===== config.mk =====
export PLATFORM = sky130hd
export DESIGN_NAME = ims_sequencer
export DESIGN_NICKNAME = d
export VERILOG_FILES = /design/src/hdl/ims_pkg.sv /design/src/hdl/ims_cycle_map.sv /design/src/hdl/ims_sequencer.sv
export VERILOG_INCLUDE_DIRS = /design/src /design/src/hdl
export SDC_FILE = /design/constraint.sdc
export NUM_CORES = 1
export LEC_CHECK = 0
export BUFFER_PORTS_ARGS = -buffer_cell sky130_fd_sc_hd__buf_2
export CAP_MARGIN = 20
export CORE_MARGIN = 2
export CORE_UTILIZATION = 55
export DETAILED_ROUTE_END_ITERATION = 10
export GPL_ROUTABILITY_DRIVEN = 0
export PLACE_DENSITY = 0.79
export SKIP_CTS_REPAIR_TIMING = 1
export SKIP_LAST_GASP = 1
export SLEW_MARGIN = 10
export SYNTH_ARGS = -nofsm -noshare
export SYNTH_HDL_FRONTEND = slang
export SYNTH_SLANG_ARGS = --single-unit

===== constraint.sdc =====
create_clock -name core_clk -period 9 [get_ports core_clk]
set_input_delay 0.9 -clock core_clk [delete_from_list [all_inputs] [get_ports core_clk]]
set_output_delay 0.9 -clock core_clk [all_outputs]
set_load 0.005 [all_outputs]

===== src/hdl/ims_params.svh =====
// Constants for the indexed-mode bus cycle sequencer
`ifndef IMS_PARAMS_SVH
`define IMS_PARAMS_SVH

// ****************************************
// Bus timing
// ****************************************
`define IMS_CLK_PERIOD_NS  100
`define IMS_BUS_CYCLE_NS   1000
`define IMS_BUS_CYCLE_CLKS (`IMS_BUS_CYCLE_NS / `IMS_CLK_PERIOD_NS)

// ****************************************
// Addresses and line levels
// ****************************************
`define IMS_DUMMY_ADDR     16'hFFFF
`define IMS_RW_READ        1'b1
`define IMS_RW_WRITE       1'b0
`define IMS_RET_STEP       16'h0002
`define IMS_ADDR_STEP      16'h0001

// ****************************************
// Instruction lengths in bus cycles
// ****************************************
`define IMS_LEN_JUMP       3'h3
`define IMS_LEN_SHORT      3'h4
`define IMS_LEN_WORD       3'h5
`define IMS_LEN_LONG       3'h6

`endif


===== src/hdl/ims_pkg.sv =====
// Types shared by the indexed-mode bus cycle sequencer
`default_nettype none

package ims_pkg;

    // ****************************************
    // Instruction groups given by the decoder
    // ****************************************
    typedef enum logic [3:0] {
        GRP_JUMP,
        GRP_ALU,
        GRP_STORE_ACC,
        GRP_LOAD16,
        GRP_STORE16,
        GRP_RMW,
        GRP_TEST,
        GRP_ARITH16,
        GRP_CALL
    } ims_group_type;

    // ****************************************
    // Meaning of the data byte in a bus cycle
    // ****************************************
    typedef enum logic [3:0] {
        K_OPCODE,
        K_OFFSET,
        K_DUMMY,
        K_OPERAND,
        K_OPND_HI,
        K_OPND_LO,
        K_SUB_OPCODE,
        K_WR_BYTE,
        K_WR_HI,
        K_WR_LO,
        K_WR_NEW,
        K_RET_LO,
        K_RET_HI
    } ims_kind_type;

    typedef struct packed {
        logic [15:0] opcode_addr;
        logic [15:0] index_reg;
        logic [15:0] stack_ptr;
        logic [15:0] store_word;
    } ims_req_type;

    typedef struct packed {
        logic [15:0] address_lines;
        logic        rw;
        logic [7:0]  data_out;
        logic        data_oe_n;
    } ims_bus_type;

    typedef struct packed {
        logic         valid;
        ims_kind_type kind;
        logic [7:0]   data;
    } ims_read_type;

endpackage : ims_pkg

`default_nettype wire


===== src/hdl/ims_cycle_map.sv =====
// Per-cycle address, line level and data meaning for each group
`include "ims_params.svh"
`default_nettype none

module ims_cycle_map (
    input  wire ims_pkg::ims_group_type group,
    input  wire logic [2:0]             cycle,
    input  wire logic [15:0]            opcode_addr,
    input  wire logic [15:0]            eff_addr,
    input  wire logic [15:0]            stack_ptr,
    output var  logic [15:0]            addr,
    output var  logic                   rw,
    output var  ims_pkg::ims_kind_type  kind,
    output var  logic [2:0]             len
);
    import ims_pkg::*;

    always_comb begin
        case (group)
            GRP_JUMP:                        len = `IMS_LEN_JUMP;    // see RULE1
            GRP_ALU, GRP_STORE_ACC:          len = `IMS_LEN_SHORT;   // see RULE2
            GRP_LOAD16, GRP_STORE16:         len = `IMS_LEN_WORD;    // see RULE3 see RULE4
            default:                         len = `IMS_LEN_LONG;    // see RULE5 see RULE7 see RULE8
        endcase
    end

    always_comb begin
        addr = `IMS_DUMMY_ADDR;
        rw   = `IMS_RW_READ;
        kind = K_DUMMY;
        case (cycle)
            3'h1: begin
                addr = opcode_addr;                                  // see RULE1
                kind = K_OPCODE;
            end
            3'h2: begin
                addr = opcode_addr + `IMS_ADDR_STEP;                 // see RULE1
                kind = K_OFFSET;
            end
            3'h3: begin
                kind = K_DUMMY;                                      // see RULE1
            end
            3'h4: begin
                addr = eff_addr;
                case (group)
                    GRP_ALU:       kind = K_OPERAND;                 // see RULE2
                    GRP_STORE_ACC: begin
                        rw   = `IMS_RW_WRITE;                        // see RULE2
                        kind = K_WR_BYTE;
                    end
                    GRP_LOAD16, GRP_ARITH16: kind = K_OPND_HI;       // see RULE3 see RULE7
                    GRP_STORE16: begin
                        rw   = `IMS_RW_WRITE;                        // see RULE4
                        kind = K_WR_HI;
                    end
                    GRP_RMW, GRP_TEST: kind = K_OPERAND;             // see RULE5
                    GRP_CALL:      kind = K_SUB_OPCODE;              // see RULE8
                    default:       kind = K_DUMMY;
                endcase
            end
            3'h5: begin
                case (group)
                    GRP_LOAD16, GRP_ARITH16: begin
                        addr = eff_addr + `IMS_ADDR_STEP;            // see RULE3 see RULE7
                        kind = K_OPND_LO;
                    end
                    GRP_STORE16: begin
                        addr = eff_addr + `IMS_ADDR_STEP;            // see RULE4
                        rw   = `IMS_RW_WRITE;
                        kind = K_WR_LO;
                    end
                    GRP_CALL: begin
                        addr = stack_ptr;                            // see RULE9
                        rw   = `IMS_RW_WRITE;
                        kind = K_RET_LO;
                    end
                    default: kind = K_DUMMY;                         // see RULE5
                endcase
            end
            3'h6: begin
                case (group)
                    GRP_RMW: begin
                        addr = eff_addr;                             // see RULE5
                        rw   = `IMS_RW_WRITE;
                        kind = K_WR_NEW;
                    end
                    GRP_CALL: begin
                        addr = stack_ptr - `IMS_ADDR_STEP;           // see RULE10
                        rw   = `IMS_RW_WRITE;
                        kind = K_RET_HI;
                    end
                    default: kind = K_DUMMY;                         // see RULE6 see RULE7
                endcase
            end
            default: kind = K_DUMMY;
        endcase
    end

endmodule // ims_cycle_map

`default_nettype wire


===== src/hdl/ims_sequencer.sv =====
// Bus cycle sequencer for indexed-mode instructions
//
// Contract
// RULE1 - Opcode, offset, dummy FFFF; jump ends there
// RULE2 - Byte ops read, accumulator store writes, cycle four
// RULE3 - Word loads read high then low byte
// RULE4 - Word stores write high then low, line low
// RULE5 - Read-modify-write: read, dummy FFFF, write back
// RULE6 - Test instruction sixth cycle reads FFFF, no write
// RULE7 - Word compare/add/subtract: high, low, dummy FFFF
// RULE8 - Call reads subroutine opcode in cycle four
// RULE9 - Call writes return low byte at stack
// RULE10 - Call writes return high byte at stack-1
// RULE11 - Line high when reading; dummy data discarded
`include "ims_params.svh"
`default_nettype none

module ims_sequencer #(
    parameter int BUS_CLKS = `IMS_BUS_CYCLE_CLKS
) (
    input  wire logic                   core_clk,
    input  wire logic                   reset,
    input  wire logic                   start,
    input  wire ims_pkg::ims_req_type   req_in,
    input  wire ims_pkg::ims_group_type group_in,
    input  wire logic [7:0]             new_operand,
    input  wire logic [7:0]             data_in,
    output var  ims_pkg::ims_bus_type   bus_q,
    output var  ims_pkg::ims_read_type  rd_q,
    output var  logic [7:0]             opcode_q,
    output var  logic [15:0]            ea_q,
    output var  logic [2:0]             cycle_q,
    output var  logic                   busy_q,
    output var  logic                   done_q
);
    import ims_pkg::*;

    localparam int PW = (BUS_CLKS > 1) ? $clog2(BUS_CLKS) : 1;
    localparam logic [PW-1:0] PHASE_LAST = PW'(BUS_CLKS - 1);

    typedef enum logic [0:0] {
        ST_IDLE,
        ST_RUN
    } ims_state_type;

    // ****************************************
    // Registers
    // ****************************************
    ims_state_type  state_q;
    logic [PW-1:0]  phase_q;
    ims_req_type    req_q;
    ims_group_type  group_q;
    ims_kind_type   kind_q;
    logic [7:0]     din_meta_q;
    logic [7:0]     din_sync_q;

    // ****************************************
    // Combinational terms
    // ****************************************
    logic           end_of_cycle;
    logic           finish;
    logic           load_next;
    logic [2:0]     map_cycle;
    ims_group_type  map_group;
    logic [15:0]    map_opaddr;
    logic [15:0]    map_stack;
    logic [15:0]    map_addr;
    logic           map_rw;
    ims_kind_type   map_kind;
    logic [2:0]     map_len;
    logic [15:0]    ret_addr;
    logic [7:0]     wr_byte;
    logic           is_read_kind;

    // ****************************************
    // Data line synchroniser
    // ****************************************
    // Pins are asynchronous to core_clk; the bus cycle spans many clocks
    // so the two-clock latency is hidden inside the cycle.
    always_ff @(posedge core_clk) begin
        if (reset) begin
            din_meta_q <= 8'h00;
            din_sync_q <= 8'h00;
        end else begin
            din_meta_q <= data_in;
            din_sync_q <= din_meta_q;
        end
    end

    // ****************************************
    // Cycle map lookup for the next bus cycle
    // ****************************************
    assign end_of_cycle = (state_q == ST_RUN) && (phase_q == PHASE_LAST);
    // Group is not known before cycle two ends; cycle three is common
    assign map_group    = (cycle_q == 3'h2) ? group_in : group_q;
    assign finish       = end_of_cycle && (cycle_q == map_len);          // see RULE1
    assign load_next    = (state_q == ST_IDLE) ? start : (end_of_cycle && !finish);
    assign map_cycle    = (state_q == ST_IDLE) ? 3'h1 : cycle_q + 3'h1;
    assign map_opaddr   = (state_q == ST_IDLE) ? req_in.opcode_addr : req_q.opcode_addr;
    assign map_stack    = req_q.stack_ptr;
    assign ret_addr     = req_q.opcode_addr + `IMS_RET_STEP;

    ims_cycle_map u_map (
        .group       (map_group),
        .cycle       (map_cycle),
        .opcode_addr (map_opaddr),
        .eff_addr    (ea_q),
        .stack_ptr   (map_stack),
        .addr        (map_addr),
        .rw          (map_rw),
        .kind        (map_kind),
        .len         (map_len)
    );

    always_comb begin
        case (map_kind)
            K_WR_BYTE: wr_byte = req_q.store_word[7:0];                  // see RULE2
            K_WR_HI:   wr_byte = req_q.store_word[15:8];                 // see RULE4
            K_WR_LO:   wr_byte = req_q.store_word[7:0];                  // see RULE4
            K_WR_NEW:  wr_byte = new_operand;                            // see RULE5
            K_RET_LO:  wr_byte = ret_addr[7:0];                          // see RULE9
            K_RET_HI:  wr_byte = ret_addr[15:8];                         // see RULE10
            default:   wr_byte = 8'h00;
        endcase
    end

    always_comb begin
        case (kind_q)
            K_OPCODE, K_OFFSET, K_OPERAND, K_OPND_HI,
            K_OPND_LO, K_SUB_OPCODE: is_read_kind = 1'b1;
            default:                 is_read_kind = 1'b0;               // see RULE11
        endcase
    end

    // ****************************************
    // Sequencing state
    // ****************************************
    always_ff @(posedge core_clk) begin
        if (reset) begin
            state_q <= ST_IDLE;
        end else if (state_q == ST_IDLE && start) begin
            state_q <= ST_RUN;
        end else if (finish) begin
            state_q <= ST_IDLE;
        end
    end

    always_ff @(posedge core_clk) begin
        if (reset) begin
            phase_q <= '0;
        end else if (state_q != ST_RUN || phase_q == PHASE_LAST) begin
            phase_q <= '0;
        end else begin
            phase_q <= phase_q + PW'(1);
        end
    end

    always_ff @(posedge core_clk) begin
        if (reset) begin
            cycle_q <= 3'h0;
        end else if (load_next) begin
            cycle_q <= map_cycle;
        end else if (finish) begin
            cycle_q <= 3'h0;
        end
    end

    always_ff @(posedge core_clk) begin
        if (reset) begin
            req_q <= '0;
        end else if (state_q == ST_IDLE && start) begin
            req_q <= req_in;
        end
    end

    always_ff @(posedge core_clk) begin
        if (reset) begin
            group_q <= GRP_JUMP;
        end else if (end_of_cycle && cycle_q == 3'h2) begin
            group_q <= group_in;
        end
    end

    // ****************************************
    // Captured opcode and effective address
    // ****************************************
    always_ff @(posedge core_clk) begin
        if (reset) begin
            opcode_q <= 8'h00;
        end else if (end_of_cycle && kind_q == K_OPCODE) begin
            opcode_q <= din_sync_q;                                      // see RULE1
        end
    end

    // Offset is unsigned; the sum wraps inside the 64k map
    always_ff @(posedge core_clk) begin
        if (reset) begin
            ea_q <= 16'h0000;
        end else if (end_of_cycle && kind_q == K_OFFSET) begin
            ea_q <= req_q.index_reg + {8'h00, din_sync_q};               // see RULE2
        end
    end

    // ****************************************
    // Bus drive
    // ****************************************
    always_ff @(posedge core_clk) begin
        if (reset) begin
            bus_q.address_lines <= `IMS_DUMMY_ADDR;
            bus_q.rw            <= `IMS_RW_READ;
            bus_q.data_out      <= 8'h00;
            bus_q.data_oe_n     <= 1'b1;
            kind_q              <= K_DUMMY;
        end else if (load_next) begin
            bus_q.address_lines <= map_addr;
            bus_q.rw            <= map_rw;                               // see RULE11
            bus_q.data_out      <= wr_byte;
            bus_q.data_oe_n     <= map_rw;                               // see RULE11
            kind_q              <= map_kind;
        end else if (finish) begin
            // Release the data lines between instructions
            bus_q.rw            <= `IMS_RW_READ;
            bus_q.data_oe_n     <= 1'b1;
            kind_q              <= K_DUMMY;
        end
    end

    // ****************************************
    // Read data hand-off to the core
    // ****************************************
    always_ff @(posedge core_clk) begin
        if (reset) begin
            rd_q <= '0;
        end else if (end_of_cycle && is_read_kind) begin
            rd_q.valid <= 1'b1;
            rd_q.kind  <= kind_q;
            rd_q.data  <= din_sync_q;
        end else begin
            // Dummy cycles at FFFF never raise valid
            rd_q.valid <= 1'b0;                                          // see RULE6 see RULE11
        end
    end

    // ****************************************
    // Status
    // ****************************************
    always_ff @(posedge core_clk) begin
        if (reset) begin
            busy_q <= 1'b0;
        end else if (state_q == ST_IDLE && start) begin
            busy_q <= 1'b1;
        end else if (finish) begin
            busy_q <= 1'b0;
        end
    end

    always_ff @(posedge core_clk) begin
        if (reset) begin
            done_q <= 1'b0;
        end else begin
            done_q <= finish;
        end
    end

endmodule // ims_sequencer

`default_nettype wire


# == Yosys cells after proc, flatten, opt, wreduce, memory -nomap -nowiden ==
# Index checks and enable logic that the tools add are counted.
# word_totals
elab_cells,107
out_inout_bits,68
input_bits,87
register_bits,159
# op_classes
muxes,27
eq_ne,27
reduce_logical,25
n_bitwise,1
addsub,7
# ops
operator,n
$pmux 16 s5,1
$pmux 16 s2,2
$pmux 4 s5,2
$pmux 8 s5,1
$add 16x1->16 const B,2
$eq 4x3->1 const B,8
$eq 4x4->1 const B,7
$add 16x2->16 const B,1
$add 16x8->16,1
$mux 16,1
$reduce_or 2->1,8
$sub 16x1->16 const B,1
$eq 4x2->1 const B,3
$mux 4,3
$pmux 4 s3,1
$mux 1,10
$eq 3x3->1 const B,3
$mux 3,3
$pmux 3 s3,1
$eq 4x1->1 const B,2
$logic_and 1x1->1,8
$logic_not 4->1,2
$pmux 4 s2,1
$eq 3x2->1 const B,2
11 further kinds,13

# == Depth between registers and ports, before layout ==
# Gate-level depths: netlist of run 1.
# depth
depth_word,11
depth_mapped,12
ltp_nobuf,11

# == Hierarchy ==
# Synthesis of run 1 repeated with hierarchy kept, for this count alone.
# hier_totals
cells_unflattened,1161
hier_area_um2,9087.5
# modules_own_cells
module,seq_area_each_um2,cells_per_inst,n_inst,area_per_inst_um2
ims_sequencer,3183.1,817,1,6964.2
ims_cycle_map,0.0,344,1,2123.3

# == Worst setup path before layout of run 1 ==
# No wires, ideal clock.
# synth_timing
path_kind,flip-flop to flip-flop
startpoint,register cycle_q[0]
endpoint,register bus_q[19] in the netlist's numbering
period_less_slack_ns,3.101
setup_slack_ns,5.899
n_path_buf,2
t_arrival_ns,2.979
stages_incl_launch_ff,12
cell_sequence,dfxtp_1 inv_1 ha_1 nor2b_4 buf_6 mux2_4 o31a_1 o221ai_4 nand2_2 or3_1 buf_2 o32a_1
# synth_between
elab_chain_cells,10
# synth_lines
element,line_no,source
from (decl),ims_sequencer.sv:32,"output var logic [2:0] cycle_q,"
from (signal assigned),ims_sequencer.sv:162,cycle_q <= map_cycle;
$eq 3x2->1,ims_sequencer.sv:95,assign map_group = (cycle_q == 3'h2) ? group_in : group_q;
$mux 4,ims_sequencer.sv:95,
$eq 4x2->1 (tied with other cells),"ims_cycle_map.sv:19, ims_cycle_map.sv:62",
$reduce_or 2->1,ims_cycle_map.sv:19,case (group)
$pmux 3 s3,ims_cycle_map.sv:19,
$eq 3x3->1,ims_sequencer.sv:96,assign finish = end_of_cycle && (cycle_q == map_len);
$logic_and 1x1->1,ims_sequencer.sv:96,
$logic_not 1->1,ims_sequencer.sv:97,assign load_next = (state_q == ST_IDLE) ? start : (end_of_cycle && !finish);
$logic_and 1x1->1,ims_sequencer.sv:97,
$mux 1,ims_sequencer.sv:97,
to (decl),ims_sequencer.sv:28,"output var ims_pkg::ims_bus_type bus_q,"
# Several ways; a longest one is shown, not always the timed one.
# A chain may end at the register's enable or synchronous reset.

# == Final worst setup path of run 1 ==
# layout_timing
startpoint,register cycle_q[0]
endpoint,register bus_q[1] in the netlist's numbering
# layout_between
elab_chain_cells,10
# layout_lines
element
branches (longest 10 deep; another with $pmux 8 s5)
# Several ways; the timed one is not identified.

==> results of run 1 <==
## path summary, 6_finish.rpt
path                 start       endpoint  cells past startpoint
min          din_meta_q[0]  din_sync_q[0]                      1
max reg2reg     cycle_q[0]       bus_q[1]                     11
min reg2reg  din_meta_q[0]  din_sync_q[0]                      1
max             cycle_q[0]       bus_q[1]                     11
## cell type report
class                   count  area share
clock buffers              17      0.0423
clock inverters            15      0.0186
inverters                  27      0.0101
multi-input cells         817       0.505
flip-flops and latches    159       0.316
well taps                 211      0.0262
repair buffers            161      0.0820
## sequential cells by signal (all words and copies together) (netlist names)
signal and flops:
rd_q 13, ea_q 16, din_sync_q 8, req_q 48
phase_q 4, din_meta_q 8, group_q 4, cycle_q 3
map_stack 16, done_q 1, busy_q 1, kind_q 4
bus_q 25, opcode_q 8
## per-layer routing
metal,part of all wire,vias to the layer above,global-route usage
met5,0,-,0
met3,0.081,80,0.0690
met4,0.037,0,0.121
met1,0.42,3787,0.367
li1,-,3999,-
met2,0.47,369,0.483
## synthesized netlist by cell type (3+ instances only)
cell type  number
nand2_1       197
dfxtp_1       159
a21oi_1       105
nor2_1         73
o21ai_0        47
clkbuf_1       44
xnor2_1        34
mux2i_1        33
xor2_1         30
inv_1          26
nor2b_1        23
nand3_1        22
and3_1         18
nor3_1         18
ha_1           16
o211ai_1       13
o221ai_1       11
a22o_1         10
nand2b_1       10
nor4_1         10
a221oi_1        9
and2_1          9
nand4_1         9
a22oi_1         8
a31oi_1         8
buf_1           8
a211oi_1        6
mux2_2          6
or3_1           6
buf_2           5
o21a_1          5
o22a_1          5
a222oi_1        4
a21o_1          3
a32oi_1         3
nor3_2          3
o21ai_1         3
o221a_2         3
o22ai_1         3
o31a_1          3
## cells in the final DEF (no fill, tap or decap), types with 4 or more instances in the layout
cell type  synthesis  routed
o21ai_0           47      47
buf_4              2       8
nor4_1            10       9
nand2b_1          10       9
nor2b_1           23      22
inv_1             26      26
clkinv_8           0       6
nand2_1          197     197
clkbuf_16          0      17
and3_1            18      18
nand4_1            9       9
o221ai_1          11      11
o21a_1             5       5
a21oi_1          105     105
dfxtp_1          159     159
a211oi_1           6       5
nor3_1            18      18
and2_1             9       9
xnor2_1           34      34
xor2_1            30      30
a222oi_1           4       4
buf_2              5     153
o22a_1             5       5
a221oi_1           9       9
nor2_1            73      73
ha_1              16      16
a31oi_1            8       8
nand3_1           22      22
mux2i_1           33      33
a22oi_1            8       8
o211ai_1          13      13
or3_1              6       6
a22o_1            10      10
inv_6              0       4
mux2_2             6       6
## power groups by stage
stage                     Sequential [mW]  Clock (mW)  Combinational (mW)
after floorplan                     0.765           0               0.127
after global placement              0.773           0               0.182
after detailed placement            0.774           0               0.185
after CTS                           0.758       0.738               0.187
after global routing                0.762       0.768               0.208
final                               0.758       0.731               0.189
## logic make-up (layout without fill, tap and decap cells)
kind of cell    Yosys count  in the layout  synth area share
compound gates          270            270             0.207
simple gates            423            423             0.236
flops                   159            159             0.370
xor+xnor                 65             65            0.0671
mux                      42             42            0.0524
buf+inv                  88            220            0.0418
fa+ha+maj                17             17            0.0256
==> results by group, run 1 <==
Route
  – Routed vias: a little over 8,000
  – DRC Markers: 0
  – Post-route ant nets: 0
  – Avg Vias per Cell: between 5 and 6
  – 1st-iter DRT viols: between 700 and 800
  – TritonRoute pass-1 iters: 5
  – Final WL: ~24,000 um
  – Avg WL per Cell: 17.2 um

Timing
  – RSZ-0062 raised after global routing: false
  – Post-route setup slack: 5340 ps
  – Final hold viol count: 0
  – Final setup vio count: 0
  – Slew headroom: 0.387
  – Clock Skew: around 12 ps
  – Final min period: between 3000 and 4000 ps
  – Final count of pins violating max slew: 0
  – Setup TNS: 0 ps
  – Min Hold Slack: 439 ps
  – Worst Tran Pin Value: 918 ps
  – Final period util: 0.406
  – FMAX: roughly 270 MHz

Global route
  – Grt total ovfl: 0
  – Gr usage total: 0.292
  – Initial antenna violation count: 0
  – First-pass GRT wire length: 38,200 um
  – Vias in the first global route: around 7,600
  – Largest net degree at the start of global routing: between 70 and 80

Power and ir drop
  – Pwr/cell area: 167 mW/mm2
  – Sw Share: 0.294
  – Pwr Total: between 1.5 and 2 mW
  – Internal cell power: about 1.2 mW
  – Clock share of power: 0.436
  – VDD IR max: around 0.15 mV
  – LEAKAGE: ~4.0 nW
  – Reg power frac: 0.452
  – Gate power share: 0.112
  – Switching pwr: between 0.4 and 0.5 mW

Clock network
  – Number of CTS-inserted buffers: 17
  – Worst skew pair latency: approximately 440 ps
  – TritonCTS clock tree: built
  – Clk buf depth: 2
  – H-tree depth: 4
  – Clock-pin slew on the worst setup and hold paths: about 70 ps
  – # clock sinks: 159
  – Root buffer cell: clkbuf_16

Synth
  – Synth area leaders: dfxtp_1, nand2_1, a21oi_1
  – Register area share after synthesis: 0.370
  – Mean area per synthesized cell: 8.08 um2
  – Syn_nets: about 1,200
  – Top FF cell, synth: dfxtp_1
  – Synth top area share: 0.370
  – Post-Syn Area: 0.00860 mm2
  – Post-synth EDFFs: 0
  – Netlist cell types: a little over 80
  – Ys async rst share: 0
  – Ys Warns: 0
  – Synth Register Bits: 159
  – Cells after Synth: 1,064
  – Yosys top cell by area: dfxtp_1

Floorplanning
  – Full die area: about 0.017 mm2
  – Die height: about 130 um
  – Width of the die: approximately 130 um
  – I/O pins: ~160
  – Row count: 45
  – Initial core utilization: 0.564
  – Core region area: approximately 0.015 mm2

Finish
  – Fill count: roughly 1,300
  – Ant. Diodes: 0
  – Fraction of layout cells with a size suffix above 1: 0.195
  – Multi-input logic area: 0.00508 mm2
  – Fin nets: approximately 1,300
  – Syn-to-layout area delta: 17.1%
  – Post-route cell area: between 0.01 and 0.015 mm2
  – FF/Latch Area: about 0.0032 mm2
  – Finished Layout Cells: 1,407
  – Post-route core utilization: 0.660

Critical path
  – CP Capture Type: flop
  – CP arrival: between 3000 and 4000 ps
  – CP top delay family: simple AND/OR/NAND/NOR gates
  – Worst EP required: 9330 ps
  – Critical path class: reg2reg
  – CP max FO: 12
  – WP buf/inv: 2
  – Startpoint types: flop
  – R2R setup slack: roughly 5300 ps
  – Largest stage delay on the critical path: about 570 ps
  – Max stage delay cell, worst path: or4_4
  – Crit-path cells: inv_1 -> ha_1 -> nor2b_4 -> mux2i_1 -> nor4_2 -> buf_4 -> or4_4 -> and4b_4 -> o21ai_4 -> o211ai_1 -> a22o_1

Placement
  – Detailed placement HPWL: about 17,000 um
  – Placed Cells: 1,375
  – Buffers on Ports: approximately 150
  – Placed cell areas: 0.00945 mm2
  – Pre-CTS setup slack: 5430 ps

Hold path
  – Min-delay worst type: reg2reg

Status
  – Status: completed

Flow run
  – Max cap viols: 0
Power figures use the tool's default switching activity.
==> run 2: changes to the inputs <==
--- a/config.mk
+++ b/config.mk
@@ -9,10 +9,10 @@
 export BUFFER_PORTS_ARGS = -buffer_cell sky130_fd_sc_hd__buf_2
 export CAP_MARGIN = 20
 export CORE_MARGIN = 2
-export CORE_UTILIZATION = 55
+export CORE_UTILIZATION = 51
 export DETAILED_ROUTE_END_ITERATION = 10
 export GPL_ROUTABILITY_DRIVEN = 0
-export PLACE_DENSITY = 0.79
+export PLACE_DENSITY = 0.77
 export SKIP_CTS_REPAIR_TIMING = 1
 export SKIP_LAST_GASP = 1
 export SLEW_MARGIN = 10
==> constraint.sdc (replaced) <==
create_clock -name core_clk -period 3.3 [get_ports core_clk]
set_input_delay 0.33 -clock core_clk [delete_from_list [all_inputs] [get_ports core_clk]]
set_output_delay 0.33 -clock core_clk [all_outputs]
set_load 0.005 [all_outputs]
==> run 2 against run 1 <==
Sequential power rose to 2.7 times the previous value. Register-to-register slack worse by 5200 ps. Non-clock buffer count up 20. Setup slack worse by 5200 ps. Clock power rose to 2.8 times the previous value.
==> results by group, run 2 (synthesis gave the netlist of run 1 again) <==
Status
  – Status: completed

Floorplanning
  – Row count: 47
  – Initial core utilization: 0.520
  – Full die area: 0.0179 mm2
  – I/O pins: ~160
  – Core region area: ~0.017 mm2
  – Width of the die: ~130 um
  – Die height: 134 um

Clock network
  – Clk buf depth: 2
  – Clock-pin slew on the worst setup and hold paths: 80 ps
  – TritonCTS clock tree: built
  – Root buffer cell: clkbuf_16
  – Number of CTS-inserted buffers: 17
  – # clock sinks: between 150 and 200
  – Worst skew pair latency: between 400 and 500 ps
  – H-tree depth: 4

Finish
  – Syn-to-layout area delta: 19.3%
  – Commonest cells after routing, fill and taps aside: nand2_1, dfxtp_1, buf_2
  – Largest registers: req_q x48, bus_q x25
  – Fraction of layout cells with a size suffix above 1: 0.208
  – Post-route core utilization: 0.621
  – Largest Register: req_q
  – Fin nets: between 1,000 and 1,500
  – Commonest non-fill, non-tap cell in the layout: nand2_1
  – Ant. Diodes: 0
  – Max reg flops: 48

Timing
  – Final hold viol count: 0
  – Final setup vio count: 0
  – Final period util: 0.955
  – Final min period: between 3000 and 4000 ps
  – Slew headroom: 0.414
  – Final count of pins violating max slew: 0
  – Worst Tran Pin Value: approximately 870 ps
  – FMAX: around 320 MHz
  – Setup TNS: 0 ps
  – RSZ-0062 raised after global routing: false
  – Clock Skew: 10.2 ps

Critical path
  – Worst EP required: about 3600 ps
  – CP max FO: 9
  – Startpoint types: flop
  – Crit-path cells: inv_1 -> ha_1 -> nor2b_4 -> mux2i_4 -> mux2i_1 -> a2111oi_4 -> o221ai_4 -> nand2_2 -> or3_1 -> o32a_1
  – CP arrival: 3480 ps
  – Critical path class: reg2reg
  – CP Capture Type: flop
  – Largest stage delay on the critical path: 510 ps
  – Max stage delay cell, worst path: or3_1

Route
  – TritonRoute pass-1 iters: 8
  – Final WL: between 20,000 and 25,000 um
  – DRC Markers: 0
  – Post-route ant nets: 0
  – 1st-iter DRT viols: approximately 730
  – Avg WL per Cell: between 15 and 20 um
  – Routed vias: between 8,000 and 9,000
  – Avg Vias per Cell: approximately 5.8

Global route
  – Vias in the first global route: ~7,700
  – Gr usage total: 0.271
  – Largest net degree at the start of global routing: a little under 80
  – Grt total ovfl: 0
  – First-pass GRT wire length: about 39,000 um
  – Initial antenna violation count: 0

Placement
  – Detailed placement HPWL: 17,900 um
  – Buffers on Ports: approximately 150

Power and ir drop
  – LEAKAGE: 4.10 nW
  – Pwr/cell area: approximately 450 mW/mm2
  – VDD IR max: between 0.3 and 0.4 mV

Flow run
  – Max cap viols: 0

Hold path
  – Min-delay worst type: in2reg
run 2: changes by cell type in the layout (fill, tap and decap cells not counted):
cell,before,now
inv_8,2,5
inv_12,1,2
clkinv_4,1,0
buf_12,0,1
inv_6,4,2
buf_4,8,27
clkinvlp_4,1,0
run 2: worst max-delay path, delay by kind of cell, from the launching register on:
family	cells	cell delay, ps
compound gates	3	790
simple gates	3	950
mux	2	670
flops	1	310
fa+ha+maj	1	230
buf+inv	1	70
run 2: path summary, 6_finish.rpt:
kind | start | end | slack, ps | cells past startpoint
max | cycle_q[0] | bus_q[19] | 150 | 10
min | data_in[7] | din_meta_q[7] | 90 | 2
max reg2reg | cycle_q[0] | bus_q[19] | 150 | 10
min reg2reg | din_meta_q[4] | din_sync_q[4] | 440 | 1
run 2: final cells by class:
cell class	instances	area [um2]
clock buffers	17	425
clock inverters	15	204
fillers	1488	6270
inverters	27	101
multi-input cells	817	5080
flip-flops and latches	159	3180
well taps	220	275
repair buffers	181	988
run 2: per-layer routing:
metal,part of all wire,vias to the layer above,global-route usage
met5,0,-,0
met4,0.033,0,0.118
met3,0.074,65,0.0431
met2,0.46,373,0.444
met1,0.43,3839,0.356
li1,-,4055,-
run 2: metrics by stage:
step / std cells / instance area [um2] / total power [mW] / setup WS, ps / hold slack, ps
2_1_floorplan: 1064 / 8600 / 2.43 / 199 / 414
3_3_place_gp: 1404 / 9630 / 2.62 / 280 / 418
3_5_place_dp: 1404 / 9630 / 2.63 / 228 / 431
4_1_cts: 1436 / 10300 / 4.65 / 170 / 82.2
5_1_grt: 1436 / 10300 / 4.80 / 23.5 / 84.0
6_report: 1436 / 10300 / 4.64 / 150 / 87.2
run 2: power by group:
group | switching, mW | leakage (nW) | internal (mW)
clock network | 0.986 | 0.305 | 1.05
logic | 0.308 | 2.50 | 0.226
registers | 0.0763 | 1.30 | 1.99
==> run 3: changes to the inputs <==
--- a/config.mk
+++ b/config.mk
@@ -12,7 +12,7 @@
 export CORE_UTILIZATION = 51
 export DETAILED_ROUTE_END_ITERATION = 10
 export GPL_ROUTABILITY_DRIVEN = 0
-export PLACE_DENSITY = 0.77
+export PLACE_DENSITY = 0.79
 export SKIP_CTS_REPAIR_TIMING = 1
 export SKIP_LAST_GASP = 1
 export SLEW_MARGIN = 10
==> run 3 against run 2 <==
Cell count increased by 0.14%. Core utilization decreased by 0.21 points. Sequential share of layout area increased by 0.11 points. Cell area decreased by 0.34%. Flip-flop and latch count unchanged. Critical endpoint is now bus_q[8]. Largest cell class unchanged. Largest power group unchanged. Highest routed layer unchanged.
==> results by group, run 3 (synthesis gave the netlist of run 1 again) <==
Route
  – Post-route ant nets: 0
  – 1st-iter DRT viols: between 700 and 800
  – DRC Markers: 0
  – Avg WL per Cell: between 15 and 20 um
  – Avg Vias per Cell: 5.80
  – Final WL: ~25,000 um
  – Routed vias: ~8,300
  – TritonRoute pass-1 iters: 6

Finish
  – Fill count: around 1,400
  – Finished Layout Cells: around 1,400
  – Ant. Diodes: 0
  – Commonest non-fill, non-tap cell in the layout: nand2_1
  – Max reg flops: 48
  – Post-route cell area: approximately 0.010 mm2
  – Largest registers: req_q x48, bus_q x25
  – FF/Latch Area: 0.00318 mm2
  – Post-route core utilization: 0.619
  – Multi-input logic area: 0.00508 mm2
  – Fraction of layout cells with a size suffix above 1: 0.210
  – Syn-to-layout area delta: 18.9%
  – Fin nets: 1,309
  – Largest Register: req_q
  – Commonest cells after routing, fill and taps aside: nand2_1, dfxtp_1, buf_2

Global route
  – Largest net degree at the start of global routing: between 70 and 80
  – Gr usage total: 0.273
  – Vias in the first global route: roughly 7,800
  – Initial antenna violation count: 0
  – Grt total ovfl: 0
  – First-pass GRT wire length: 39,300 um

Timing
  – Clock Skew: 13.4 ps
  – RSZ-0062 raised after global routing: false
  – Final setup vio count: 0
  – Final min period: approximately 3100 ps
  – Slew headroom: 0.410
  – Final period util: 0.944
  – Worst Tran Pin Value: slightly below 900 ps
  – Final count of pins violating max slew: 0
  – FMAX: between 300 and 400 MHz
  – Post-route setup slack: between 150 and 200 ps
  – Min Hold Slack: ~98 ps
  – Final hold viol count: 0
  – Setup TNS: 0 ps

Clock network
  – Clk buf depth: 2
  – Worst skew pair latency: about 440 ps
  – H-tree depth: 4
  – Number of CTS-inserted buffers: 17
  – Root buffer cell: clkbuf_16
  – # clock sinks: between 150 and 200
  – TritonCTS clock tree: built
  – Clock-pin slew on the worst setup and hold paths: around 70 ps

Power and ir drop
  – VDD IR max: ~0.38 mV
  – Pwr Total: 4.54 mW
  – LEAKAGE: slightly above 4 nW
  – Pwr/cell area: ~440 mW/mm2

Critical path
  – Worst EP required: roughly 3700 ps
  – FF-to-FF Start: cycle_q[0]
  – R2R setup slack: between 150 and 200 ps
  – CP arrival: 3500 ps
  – Critical path class: reg2reg
  – CP max FO: 10
  – Reg2reg end: bus_q[8]
  – CP Capture Type: flop
  – Startpoint types: flop
  – FF-to-FF path depth: 11
  – Worst setup path start: cycle_q[0]

Hold path
  – Hold Path Origin: data_in[6]
  – Hold depth: 2
  – Hold Path Sink: din_meta_q[6]
  – Min-delay worst type: in2reg

Floorplanning
  – Full die area: between 0.015 and 0.02 mm2
  – I/O pins: about 160
  – Initial core utilization: 0.520
  – Row count: between 40 and 50
  – Core region area: 0.0165 mm2
  – Width of the die: roughly 130 um
  – Die height: 134 um

Placement
  – Placed Cells: between 1,000 and 1,500
  – Buffers on Ports: between 150 and 200
  – Placed cell areas: between 0.009 and 0.01 mm2
  – Detailed placement HPWL: roughly 18,000 um
  – Pre-CTS setup slack: ~110 ps

Flow run
  – Max cap viols: 0

Status
  – Status: completed
run 3: changes by cell type in the layout (fill, tap and decap cells not counted), sizes merged:
cell      before  now
clkinv         7    4
clkinvlp       0    3
buf          181  183
run 3: area by class of cell:
cell class | instances | area share
repair buffers | 183 | 0.0970
inverters | 27 | 0.00992
flip-flops and latches | 159 | 0.311
well taps | 220 | 0.0269
clock inverters | 15 | 0.0159
multi-input cells | 817 | 0.497
clock buffers | 17 | 0.0416
run 3: critical path, stage by stage (launching register included):
cell and delay, ps:
dfxtp_1 310, inv_1 70, ha_1 230, nor2b_4 320, buf_4 190, mux2i_1 260, mux2i_1 160, a2111oi_4 450
o221ai_4 200, and2_1 350, nor2_2 330, a22o_1 190
run 3: worst max-delay path by stage:
| stage | to | cells after the start |
|---|---|---|
| 3_5_place_dp | bus_q[1] | 10 |
| 3_3_place_gp | bus_q[8] | 10 |
| 6_report | bus_q[8] | 11 |
| 2_1_floorplan | bus_q[19] | 11 |
| 5_1_grt | bus_q[19] | 10 |
| 4_1_cts | bus_q[1] | 10 |
run 3: layer usage:
metal  global-route usage  part of all wire  vias to the layer above
li1                     -                 -                     4060
met1                0.348              0.42                     3839
met2                0.459              0.47                      377
met3               0.0537             0.076                       70
met4                0.103             0.030                        0
met5                    0                 0                        -
run 3: report_power, final:
| group | total, mW | switching (mW) | internal, mW |
|---|---|---|---|
| clock | 1.94 | 0.922 | 1.01 |
| combinational | 0.535 | 0.309 | 0.226 |
| sequential | 2.07 | 0.0732 | 1.99 |
